**config.mk**
```make
export PLATFORM = sky130hd
export DESIGN_NAME = tap_cfg_port
export DESIGN_NICKNAME = d
export VERILOG_FILES = /design/src/verilog/tapcfg_pkg.sv /design/src/verilog/nv_if.sv /design/src/verilog/nv_cfg_mem.sv /design/src/verilog/tap_cfg_port.sv
export SDC_FILE = /design/constraint.sdc
export NUM_CORES = 1
export LEC_CHECK = 0
export ABC_CLOCK_PERIOD_IN_PS = 3170
export BUFFER_PORTS_ARGS = -buffer_cell sky130_fd_sc_hd__buf_2
export CAP_MARGIN = 20
export CORE_MARGIN = 2
export CORE_UTILIZATION = 50
export CTS_CLUSTER_DIAMETER = 120
export DETAILED_ROUTE_END_ITERATION = 12
export HOLD_SLACK_MARGIN = 0.06
export PLACE_DENSITY_LB_ADDON = 0.05
export SYNTH_ARGS = -nofsm -noshare
export SYNTH_HDL_FRONTEND = slang
export SYNTH_SLANG_ARGS = --single-unit
```
**constraint.sdc**
```tcl
create_clock -name REF_CLK_I -period 3.17 [get_ports REF_CLK_I]
set_clock_uncertainty 0.2 [all_clocks]
set_input_delay 0.1585 -clock REF_CLK_I [delete_from_list [all_inputs] [get_ports REF_CLK_I]]
set_output_delay 0.1585 -clock REF_CLK_I [all_outputs]
set_load 0.02 [all_outputs]
```
**src/verilog/tapcfg_pkg.sv**
```systemverilog
// How it works
// - set A holds all 96 bits; set B keeps only its capacitor field
// - programming interrupts operation and starts on entry to Run-Test/Idle
// - bypass code all ones puts the one-bit bypass stage on the scan path
// - sample/preload behaves exactly like bypass
// - external test code all zeros behaves exactly like bypass
// - identification puts a 32-bit maker, part and version word on the path
// - identification is selected after power-up or Test-Logic-Reset
// - verify A or B copies the stored set into the config shift stage
// - verify A returns valid data only while the set-select bit is 0
// - calibration holds every output at the mid reference until done
// - calibration starts on Run-Test/Idle entry and finishes unattended
// - bulk erase interrupts, disconnects inputs, parks outputs at reference
// - programming only sets bits; bulk erase clears the whole set at once
// - path select and test codes act in Update-IR; the rest on idle entry
// - five-bit instruction codes as listed in this package
// - the config shift stage is 96 bits long
// - Capture-IR always loads the identification code
// - TDI and TMS sampled on rising test clock, TDO changes on falling
`default_nettype none
package tapcfg_pkg;
  localparam int IR_W = 5;
  localparam int ID_W = 32;
  localparam int CFG_W = 96;
  localparam int CAPB_W = 64;
  localparam int SEL_BIT = 95;
  localparam logic [IR_W-1:0] IR_EXTEST = 5'h00;
  localparam logic [IR_W-1:0] IR_SELECT_CONFIG_PATH = 5'h01;
  localparam logic [IR_W-1:0] IR_ERASE_SET_A = 5'h02;
  localparam logic [IR_W-1:0] IR_ERASE_SET_B = 5'h03;
  localparam logic [IR_W-1:0] IR_VERIFY_SET_A = 5'h04;
  localparam logic [IR_W-1:0] IR_VERIFY_SET_B = 5'h05;
  localparam logic [IR_W-1:0] IR_PROGRAM_SET_A = 5'h06;
  localparam logic [IR_W-1:0] IR_PROGRAM_SET_B = 5'h07;
  localparam logic [IR_W-1:0] IR_START_AUTOCAL = 5'h0c;
  localparam logic [IR_W-1:0] IR_IDCODE = 5'h0d;
  localparam logic [IR_W-1:0] IR_SAMPLE = 5'h1e;
  localparam logic [IR_W-1:0] IR_BYPASS = 5'h1f;
  // identity fields, values arbitrary
  localparam logic [3:0] ID_VERSION = 4'h1;
  localparam logic [15:0] ID_PART = 16'h0a5c;
  localparam logic [10:0] ID_MAKER = 11'h123;
  localparam logic [ID_W-1:0] ID_VALUE = {ID_VERSION, ID_PART, ID_MAKER, 1'b1};
  // timing
  localparam int CLK_MHZ = 40;
  localparam int PROG_TIME_US = 100000;
  localparam int CAL_TIME_US = 20000;
  localparam int PROG_CYCLES_DEF = PROG_TIME_US * CLK_MHZ;
  localparam int CAL_CYCLES_DEF = CAL_TIME_US * CLK_MHZ;
  typedef enum logic [3:0] {
    ST_RESET, ST_IDLE, ST_SEL_DR, ST_CAP_DR, ST_SH_DR, ST_EX1_DR, ST_PA_DR, ST_EX2_DR,
    ST_UPD_DR, ST_SEL_IR, ST_CAP_IR, ST_SH_IR, ST_EX1_IR, ST_PA_IR, ST_EX2_IR, ST_UPD_IR
  } tap_state_t;
  typedef enum logic [1:0] {OP_NONE, OP_ERASE, OP_PROG, OP_READ} mem_op_t;
  typedef enum logic [1:0] {PATH_BYP, PATH_ID, PATH_CFG} dr_path_t;
endpackage
`default_nettype wire

```
**src/verilog/nv_if.sv**
```systemverilog
`default_nettype none
interface nv_if;
  import tapcfg_pkg::*;
  mem_op_t op;
  logic set_b;
  logic [CFG_W-1:0] wdata;
  logic [CFG_W-1:0] rdata;
  logic [CFG_W-1:0] a_bits;
  logic [CAPB_W-1:0] b_bits;
  modport ctrl (output op, output set_b, output wdata, input rdata, input a_bits, input b_bits);
  modport mem (input op, input set_b, input wdata, output rdata, output a_bits, output b_bits);
endinterface
`default_nettype wire

```
**src/verilog/nv_cfg_mem.sv**
```systemverilog
`default_nettype none
module nv_cfg_mem (
  input wire logic clk_i,
  input wire logic rst_n_i,
  nv_if.mem nv
);
  import tapcfg_pkg::*;
  logic [CFG_W-1:0] store_a_ff;
  logic [CAPB_W-1:0] store_b_ff;
  logic [CFG_W-1:0] rdata_ff;

  // set storage: programming ors in ones, erase clears all
  always_ff @(posedge clk_i) begin
    if (!rst_n_i) begin
      store_a_ff <= '0;
      store_b_ff <= '0;
    end else if (nv.op == OP_ERASE) begin
      if (nv.set_b) store_b_ff <= '0;
      else store_a_ff <= '0;
    end else if (nv.op == OP_PROG) begin
      if (nv.set_b) store_b_ff <= store_b_ff | nv.wdata[CAPB_W-1:0];
      else store_a_ff <= store_a_ff | nv.wdata;
    end
  end

  // registered read-out for verify
  always_ff @(posedge clk_i) begin
    if (!rst_n_i) begin
      rdata_ff <= '0;
    end else if (nv.op == OP_READ) begin
      if (nv.set_b) rdata_ff <= {{(CFG_W-CAPB_W){1'b0}}, store_b_ff};
      else if (store_a_ff[SEL_BIT]) rdata_ff <= '0;
      else rdata_ff <= store_a_ff;
    end
  end

  assign nv.rdata = rdata_ff;
  assign nv.a_bits = store_a_ff;
  assign nv.b_bits = store_b_ff;

  property p_erase_clears;
    @(posedge clk_i) disable iff (!rst_n_i)
    (nv.op == OP_ERASE && !nv.set_b) |=> (store_a_ff == '0);
  endproperty
  a_erase_clears: assert property (p_erase_clears) else $error("erase left bits set");

  property p_prog_sets_only;
    @(posedge clk_i) disable iff (!rst_n_i)
    (nv.op == OP_PROG) |=> ((store_a_ff & $past(store_a_ff)) == $past(store_a_ff));
  endproperty
  a_prog_sets_only: assert property (p_prog_sets_only) else $error("program cleared a bit");

  property p_verify_a_blocked;
    @(posedge clk_i) disable iff (!rst_n_i)
    (nv.op == OP_READ && !nv.set_b && store_a_ff[SEL_BIT]) |=> (rdata_ff == '0);
  endproperty
  a_verify_a_blocked: assert property (p_verify_a_blocked) else $error("verify A not blocked");
endmodule // nv_cfg_mem
`default_nettype wire

```
**src/verilog/tap_cfg_port.sv**
```systemverilog
`default_nettype none
module tap_cfg_port #(
  parameter int PROG_CYCLES = tapcfg_pkg::PROG_CYCLES_DEF,
  parameter int CAL_CYCLES = tapcfg_pkg::CAL_CYCLES_DEF
) (
  input wire logic REF_CLK_I,
  input wire logic NRST_I,
  input wire logic TCK_I,
  input wire logic TMS_I,
  input wire logic TDI_I,
  output logic TDO_O,
  output logic TDO_OE_O,
  output logic [tapcfg_pkg::CFG_W-1:0] CONFIG_A_O,
  output logic [tapcfg_pkg::CAPB_W-1:0] CONFIG_B_O,
  output logic ACTIVE_SET_B_O,
  output logic OP_INTERRUPT_O,
  output logic INPUTS_OFF_O,
  output logic MID_REF_O,
  output logic CAL_BUSY_O
);
  import tapcfg_pkg::*;

  logic tck_s1_ff, tck_s2_ff, tck_s3_ff;
  logic tms_s1_ff, tms_s2_ff, tdi_s1_ff, tdi_s2_ff;
  logic tck_rise, tck_fall;
  tap_state_t tap_ff, nxt_tap;
  logic [IR_W-1:0] ir_sh_ff, ir_ff;
  logic [ID_W-1:0] id_sh_ff;
  logic [CFG_W-1:0] cfg_sh_ff;
  logic byp_ff;
  dr_path_t path;
  logic tdo_ff, tdo_oe_ff;
  logic idle_entry, leave_idle;
  mem_op_t pend_ff;
  logic pend_b_ff;
  logic [31:0] dwell_ff;
  logic [31:0] cal_ff;
  mem_op_t req_ff;
  logic req_b_ff;
  logic load_ff;
  nv_if nv ();

  nv_cfg_mem u_mem (.clk_i(REF_CLK_I), .rst_n_i(NRST_I), .nv(nv.mem));

  // pin synchronisers; third tck stage only for edge finding
  always_ff @(posedge REF_CLK_I) begin
    if (!NRST_I) begin
      {tck_s1_ff, tck_s2_ff, tck_s3_ff} <= 3'h0;
      {tms_s1_ff, tms_s2_ff, tdi_s1_ff, tdi_s2_ff} <= 4'hf;
    end else begin
      tck_s1_ff <= TCK_I;
      tck_s2_ff <= tck_s1_ff;
      tck_s3_ff <= tck_s2_ff;
      tms_s1_ff <= TMS_I;
      tms_s2_ff <= tms_s1_ff;
      tdi_s1_ff <= TDI_I;
      tdi_s2_ff <= tdi_s1_ff;
    end
  end
  assign tck_rise = tck_s2_ff & ~tck_s3_ff;
  assign tck_fall = ~tck_s2_ff & tck_s3_ff;

  // standard tap next state
  always_comb begin
    case (tap_ff)
      ST_RESET: nxt_tap = tms_s2_ff ? ST_RESET : ST_IDLE;
      ST_IDLE: nxt_tap = tms_s2_ff ? ST_SEL_DR : ST_IDLE;
      ST_SEL_DR: nxt_tap = tms_s2_ff ? ST_SEL_IR : ST_CAP_DR;
      ST_CAP_DR: nxt_tap = tms_s2_ff ? ST_EX1_DR : ST_SH_DR;
      ST_SH_DR: nxt_tap = tms_s2_ff ? ST_EX1_DR : ST_SH_DR;
      ST_EX1_DR: nxt_tap = tms_s2_ff ? ST_UPD_DR : ST_PA_DR;
      ST_PA_DR: nxt_tap = tms_s2_ff ? ST_EX2_DR : ST_PA_DR;
      ST_EX2_DR: nxt_tap = tms_s2_ff ? ST_UPD_DR : ST_SH_DR;
      ST_UPD_DR: nxt_tap = tms_s2_ff ? ST_SEL_DR : ST_IDLE;
      ST_SEL_IR: nxt_tap = tms_s2_ff ? ST_RESET : ST_CAP_IR;
      ST_CAP_IR: nxt_tap = tms_s2_ff ? ST_EX1_IR : ST_SH_IR;
      ST_SH_IR: nxt_tap = tms_s2_ff ? ST_EX1_IR : ST_SH_IR;
      ST_EX1_IR: nxt_tap = tms_s2_ff ? ST_UPD_IR : ST_PA_IR;
      ST_PA_IR: nxt_tap = tms_s2_ff ? ST_EX2_IR : ST_PA_IR;
      ST_EX2_IR: nxt_tap = tms_s2_ff ? ST_UPD_IR : ST_SH_IR;
      ST_UPD_IR: nxt_tap = tms_s2_ff ? ST_SEL_DR : ST_IDLE;
      default: nxt_tap = ST_RESET;
    endcase
  end

  // tap state advances on tck rising edge
  always_ff @(posedge REF_CLK_I) begin
    if (!NRST_I) tap_ff <= ST_RESET;
    else if (tck_rise) tap_ff <= nxt_tap;
  end

  assign idle_entry = tck_rise && (tap_ff != ST_IDLE) && (nxt_tap == ST_IDLE);
  assign leave_idle = tck_rise && (tap_ff == ST_IDLE) && (nxt_tap != ST_IDLE);

  // instruction stages; new code lands entering Update-IR so idle entry already sees it
  always_ff @(posedge REF_CLK_I) begin
    if (!NRST_I) begin
      ir_sh_ff <= IR_IDCODE;
      ir_ff <= IR_IDCODE;
    end else if (tap_ff == ST_RESET) begin
      ir_ff <= IR_IDCODE;
    end else if (tck_rise) begin
      if (tap_ff == ST_CAP_IR) ir_sh_ff <= IR_IDCODE;
      else if (tap_ff == ST_SH_IR) ir_sh_ff <= {tdi_s2_ff, ir_sh_ff[IR_W-1:1]};
      else if (nxt_tap == ST_UPD_IR) ir_ff <= ir_sh_ff;
    end
  end

  // data path decode; unknown and boundary codes go to bypass
  always_comb begin
    case (ir_ff)
      IR_IDCODE: path = PATH_ID;
      IR_SELECT_CONFIG_PATH: path = PATH_CFG;
      IR_BYPASS, IR_SAMPLE, IR_EXTEST: path = PATH_BYP;
      default: path = PATH_BYP;
    endcase
  end

  // data shift stages; config stage keeps its contents on capture
  always_ff @(posedge REF_CLK_I) begin
    if (!NRST_I) begin
      id_sh_ff <= ID_VALUE;
      byp_ff <= 1'b0;
      cfg_sh_ff <= '0;
    end else if (load_ff) begin
      cfg_sh_ff <= nv.rdata;
    end else if (tck_rise && tap_ff == ST_CAP_DR) begin
      id_sh_ff <= ID_VALUE;
      byp_ff <= 1'b0;
    end else if (tck_rise && tap_ff == ST_SH_DR) begin
      case (path)
        PATH_ID: id_sh_ff <= {tdi_s2_ff, id_sh_ff[ID_W-1:1]};
        PATH_CFG: cfg_sh_ff <= {tdi_s2_ff, cfg_sh_ff[CFG_W-1:1]};
        default: byp_ff <= tdi_s2_ff;
      endcase
    end
  end

  // tdo updated on falling tck
  always_ff @(posedge REF_CLK_I) begin
    if (!NRST_I) begin
      tdo_ff <= 1'b0;
      tdo_oe_ff <= 1'b0;
    end else if (tck_fall) begin
      tdo_oe_ff <= (tap_ff == ST_SH_IR) || (tap_ff == ST_SH_DR);
      if (tap_ff == ST_SH_IR) tdo_ff <= ir_sh_ff[0];
      else if (path == PATH_ID) tdo_ff <= id_sh_ff[0];
      else if (path == PATH_CFG) tdo_ff <= cfg_sh_ff[0];
      else tdo_ff <= byp_ff;
    end
  end

  // program/erase: armed on idle entry, committed after full dwell
  always_ff @(posedge REF_CLK_I) begin
    if (!NRST_I) begin
      pend_ff <= OP_NONE;
      pend_b_ff <= 1'b0;
      dwell_ff <= '0;
    end else if (idle_entry) begin
      dwell_ff <= '0;
      pend_b_ff <= ir_ff[0];
      if (ir_ff == IR_PROGRAM_SET_A || ir_ff == IR_PROGRAM_SET_B) pend_ff <= OP_PROG;
      else if (ir_ff == IR_ERASE_SET_A || ir_ff == IR_ERASE_SET_B) pend_ff <= OP_ERASE;
      else pend_ff <= OP_NONE;
    end else if (leave_idle) begin
      pend_ff <= OP_NONE;
    end else if (pend_ff != OP_NONE) begin
      if (dwell_ff == 32'(PROG_CYCLES - 1)) pend_ff <= OP_NONE;
      else dwell_ff <= dwell_ff + 32'h1;
    end
  end

  // one-cycle memory requests and verify load
  always_ff @(posedge REF_CLK_I) begin
    if (!NRST_I) begin
      req_ff <= OP_NONE;
      req_b_ff <= 1'b0;
      load_ff <= 1'b0;
    end else begin
      load_ff <= (req_ff == OP_READ);
      if (idle_entry && (ir_ff == IR_VERIFY_SET_A || ir_ff == IR_VERIFY_SET_B)) begin
        req_ff <= OP_READ;
        req_b_ff <= ir_ff[0];
      end else if (pend_ff != OP_NONE && !leave_idle && dwell_ff == 32'(PROG_CYCLES - 1)) begin
        req_ff <= pend_ff;
        req_b_ff <= pend_b_ff;
      end else begin
        req_ff <= OP_NONE;
      end
    end
  end

  // auto-calibration runs free of the tap once started
  always_ff @(posedge REF_CLK_I) begin
    if (!NRST_I) cal_ff <= '0;
    else if (idle_entry && ir_ff == IR_START_AUTOCAL) cal_ff <= 32'(CAL_CYCLES);
    else if (cal_ff != '0) cal_ff <= cal_ff - 32'h1;
  end

  assign nv.op = req_ff;
  assign nv.set_b = req_b_ff;
  assign nv.wdata = cfg_sh_ff;
  assign TDO_O = tdo_ff;
  assign TDO_OE_O = tdo_oe_ff;
  assign CONFIG_A_O = nv.a_bits;
  assign CONFIG_B_O = nv.b_bits;
  assign ACTIVE_SET_B_O = nv.a_bits[SEL_BIT];
  assign OP_INTERRUPT_O = (pend_ff != OP_NONE);
  assign INPUTS_OFF_O = (pend_ff == OP_ERASE);
  assign CAL_BUSY_O = (cal_ff != '0);
  assign MID_REF_O = CAL_BUSY_O || (pend_ff == OP_ERASE);

  property p_capture_id;
    @(posedge REF_CLK_I) disable iff (!NRST_I)
    (tck_rise && tap_ff == ST_CAP_IR) |=> (ir_sh_ff == IR_IDCODE);
  endproperty
  a_capture_id: assert property (p_capture_id) else $error("capture-IR not id");

  property p_reset_id;
    @(posedge REF_CLK_I) disable iff (!NRST_I)
    (tap_ff == ST_RESET) |=> (ir_ff == IR_IDCODE) && (path == PATH_ID);
  endproperty
  a_reset_id: assert property (p_reset_id) else $error("id not selected in reset");

  property p_nonid_bypass;
    @(posedge REF_CLK_I) disable iff (!NRST_I)
    (ir_ff != IR_IDCODE && ir_ff != IR_SELECT_CONFIG_PATH) |-> (path == PATH_BYP);
  endproperty
  a_nonid_bypass: assert property (p_nonid_bypass) else $error("bypass not chosen");

  property p_tdo_on_fall;
    @(posedge REF_CLK_I) disable iff (!NRST_I)
    !tck_fall |=> $stable(tdo_ff) && $stable(tdo_oe_ff);
  endproperty
  a_tdo_on_fall: assert property (p_tdo_on_fall) else $error("tdo moved off falling edge");

  property p_prog_start;
    @(posedge REF_CLK_I) disable iff (!NRST_I)
    (idle_entry && ir_ff == IR_PROGRAM_SET_A) |=> OP_INTERRUPT_O && !INPUTS_OFF_O;
  endproperty
  a_prog_start: assert property (p_prog_start) else $error("program did not interrupt");

  property p_erase_park;
    @(posedge REF_CLK_I) disable iff (!NRST_I)
    (idle_entry && ir_ff == IR_ERASE_SET_B) |=> INPUTS_OFF_O && MID_REF_O && OP_INTERRUPT_O;
  endproperty
  a_erase_park: assert property (p_erase_park) else $error("erase outputs wrong");

  property p_cal_start;
    @(posedge REF_CLK_I) disable iff (!NRST_I)
    (idle_entry && ir_ff == IR_START_AUTOCAL) |=> MID_REF_O ##1 MID_REF_O;
  endproperty
  a_cal_start: assert property (p_cal_start) else $error("calibration not started");

  property p_verify_load;
    @(posedge REF_CLK_I) disable iff (!NRST_I)
    (idle_entry && ir_ff == IR_VERIFY_SET_B) |=> (nv.op == OP_READ) ##2 (cfg_sh_ff == nv.rdata);
  endproperty
  a_verify_load: assert property (p_verify_load) else $error("verify data not loaded");

  c_program: cover property (@(posedge REF_CLK_I) disable iff (!NRST_I) nv.op == OP_PROG);
  c_erase: cover property (@(posedge REF_CLK_I) disable iff (!NRST_I) nv.op == OP_ERASE);
  c_verify: cover property (@(posedge REF_CLK_I) disable iff (!NRST_I) load_ff);
  c_cal_end: cover property (@(posedge REF_CLK_I) disable iff (!NRST_I) $fell(CAL_BUSY_O));
endmodule // tap_cfg_port
`default_nettype wire

```
==> run_results.csv <==
group,metric,value,unit
place,place_congestion,0.7724,
synthesis,syn_area,18980,µm²
power_and_ir_drop,intPower,10.17,mW
worst_setup_path,critPathMaxFanout,9,
power_and_ir_drop,switching_power,3.696,mW
cells_and_area,nets,2197,
global_route,grt_pass1_wl,75710,µm
timing,fmax,336.9,MHz
synthesis,yosysWarnings,0,
clock_tree,cts_tree,"done",
synthesis,yosys.cell_types.count,69,
routing,met3_length,2967,µm
cells_and_area,final_cell_area,22000,µm²
timing,slew_headroom,37.09,%
floorplan,die_w,198.8,µm
synthesis,async_flop_share,0,%
timing,post-route-period-util,93.63,%
min_path,hold_class,"flip-flop to flip-flop",
timing,final_hold_viol_count,0,
worst_setup_path,worstSetupEndpointType,"output pin",
synthesis,synth_ff_type,"dfxtp_1",
routing,detail_route.wl_per_cell,16.91,µm
floorplan,core,37490,µm²
routing,drc,0,
timing,holdWs,199.7,ps
global_route,grt.total_usage,23.26,%
place,dp_hpwl,26830,µm
synthesis,ys_top_cells_by_area,"dfxtp_1 50%, nor2_1 7.3%, a21oi_1 7.1%, mux2_2 5.6%, mux2i_1 5.5%",
global_route,grt_max_degree,147,
power_and_ir_drop,total_power,13.86,mW
routing,drt_first_pass_iters,5,
place,dpl_cell_area,20270,µm²
power_and_ir_drop,ir_drop,0.4588,mV
worst_setup_path,crit_type,"flip-flop to output pin",
floorplan,top_level_ports,172,
synthesis,synth_edf_count,0,
cells_and_area,antenna_cells,0,
timing,max_slew.worst_pin.slew,943.7,ps
timing,rsz0062_at_grt,"no",
cells_and_area,fin_cells,2734,
cells_and_area,areaGrowthSynthToFinish,15.93,%
clock_tree,clk_path_buf_depth,3,
power_and_ir_drop,leakage,8.154,nW
run_status,status,"finished, final reports clean",
synthesis,ys_seq_area_share,50.42,%
cells_and_area,final_layout_size_suffix_gt1_share,18.94,%
power_and_ir_drop,power_frac_seq,45.6,%
power_and_ir_drop,p_per_area,630.0,nW/µm²
floorplan,die_h,198.8,µm
synthesis,synth_top_area_share,50.42,%
worst_setup_path,regToRegSetupSlack,490,ps
floorplan,row_count,71,
floorplan,start_util,50.63,%
global_route,overflow,0,
routing,drt_iter0_markers,754,
clock_tree,clock_latency,600,ps
routing,drt-total-wl,46220,µm
floorplan,die_area,39530,µm²
clock_tree,numClockSinks,478,
synthesis,syn-num-nets,2088,
timing,finalSetupViolations,0,
worst_setup_path,start_kind,"flip-flop",
clock_tree,cts_root_buf,"clkbuf_16",
power_and_ir_drop,power_frac_comb,12.8,%
routing,detail-route-antenna-nets,0,
synthesis,syn_area_per_cell,9.142,µm²
routing,wl_met1,21020,µm
power_and_ir_drop,clkPwrFrac,41.6,%
clock_tree,cts.clk_slew.worst_paths,60,ps
place,dp_cells,2634,
timing,min_period,2968,ps
synthesis,ys_seq_elements,478,
routing,highest-signal-layer,"met4",
run,cap_viol_max_count,0,
timing,tns,0,ps
worst_setup_path,crit_arrival,2610,ps
global_route,antenna_found_initial,0,
synthesis,synth.largest_area_cell,"dfxtp_1",
place,port_buffers,171,
global_route,grt_pass1_vias,14417,
clock_tree,ctsHtreeMaxLevel,2,
timing,slew_violations,0,
clock_tree,cts_made_buffers,50,
power_and_ir_drop,swShare,26.66,%
worst_setup_path,crit_required,2810,ps
routing,dr_wl_met2,21330,µm
routing,vias,15336,
synthesis,syn_inst,2076,
routing,viasPerCell,5.609,
## per-stage QoR
stage | worst slack (ps) | util [%]
after CTS | 31.92 | 58.62
after detailed placement | 488.9 | 54.07
final | 201.9 | 58.69
after floorplan | 487.8 | -
after global routing | 55.00 | 58.69
after global placement | 543.6 | 54.07
## routing by layer
metal / GRT usage (%) / vias up
met1: 30.74 / 7362
met4: 7.214 / 0
met5: 0 / -
li1: - / 7599
met2: 37.50 / 314
met3: 5.731 / 61
## final timing paths
| kind | to | start | cells after the start |
|---|---|---|---|
| hold / removal | tdi_s2_ff | tdi_s1_ff | 1 |
| setup / recovery | CAL_BUSY_O | cal_ff[0] | 7 |
| setup reg to reg | u_mem.nv.a_bits[8] | nv.op[1] | 8 |
| hold reg to reg | tdi_s2_ff | tdi_s1_ff | 1 |
## state kept, by name (all words and copies together), names as in the netlist, 2 cells and up
name,flops
tap_ff,4
pend_ff,2
u_mem.nv.a_bits,96
u_mem.nv.b_bits,64
ir_sh_ff,5
nv.op,2
id_sh_ff,32
dwell_ff,32
cal_ff,32
ir_ff,5
u_mem.nv.rdata,95
cfg_sh_ff,96
## final cells by class
cell class              instances  area (µm²)
clock buffers                  73        1499
multi-input cells            1419        8765
well taps                     511       639.4
repair buffers                218        1314
fillers                      3419       15490
flip-flops and latches        478        9574
inverters                      18       72.57
clock inverters                17       138.9
## power groups by stage
stage	combinational (mW)	clock, mW	sequential, mW
finish	1.78	5.76	6.32
global placement	1.70	0	6.44
global route	2.00	6.14	6.35
CTS	1.74	5.91	6.31
floorplan	1.34	0	6.41
detailed placement	1.72	0	6.45
## Yosys cell counts (3+ instances only)
master,number
o21a_1,5
a32oi_1,3
nor4b_1,4
o211ai_1,9
nor2_1,371
and3_1,7
nand3_1,75
mux2_2,95
nor4_1,15
clkbuf_1,107
xnor2_1,4
nand4_1,16
buf_2,18
a21oi_1,268
nor2b_1,5
ha_1,7
o31ai_1,31
dfxtp_1,478
nand2_1,57
nand2b_1,41
and4_1,4
xor2_1,12
a22oi_1,65
nor3_1,19
o41ai_1,3
or4_1,33
inv_1,16
buf_1,33
a211oi_1,68
mux2i_1,105
or3_1,14
o21ai_0,34
and2_1,8
## worst max-delay path, cell delays in order (launching register included)
cell     delay (ps)
dfxtp_1         320
inv_1            90
ha_1            180
or3b_2          520
or2_4           330
nor3_4          290
inv_1           120
buf_2           180
## placed cells by master, fill, tap and decap left out, types with 14 or more instances in the layout
cell type / netlist / final
a211oi_1: 68 / 68
a21oi_1: 268 / 267
a22oi_1: 65 / 65
buf_2: 18 / 171
buf_4: 2 / 33
clkbuf_16: 0 / 51
clkbuf_8: 0 / 14
dfxtp_1: 478 / 476
inv_1: 16 / 16
mux2_2: 95 / 95
mux2i_1: 105 / 105
nand2_1: 57 / 55
nand2b_1: 41 / 41
nand3_1: 75 / 74
nand4_1: 16 / 16
nor2_1: 371 / 369
nor3_1: 19 / 19
nor4_1: 15 / 14
o21ai_0: 34 / 33
o31ai_1: 31 / 31
or3_1: 14 / 14
or4_1: 33 / 33
## kinds of logic after synthesis
| group | Yosys count | share of synthesized area (%) |
|---|---|---|
| buffers and inverters | 179 | 3.738 |
| adders and majority gates | 7 | 0.4614 |
| xor gates and xnor gates | 16 | 0.7383 |
| and+or+nand+nor | 691 | 17.27 |
| DFF | 478 | 50.42 |
| AOI/OAI and AO/OA | 505 | 16.20 |
| muxes | 200 | 11.17 |
## what timing repair did
action	in CTS	in global routing
hold buffers	7	0
hold endpoints to repair	42	0
buffers inserted	0	3
gates resized for setup	0	1
setup endpoints to repair	0	2
Note: power is estimated with default switching activity, not from simulation.
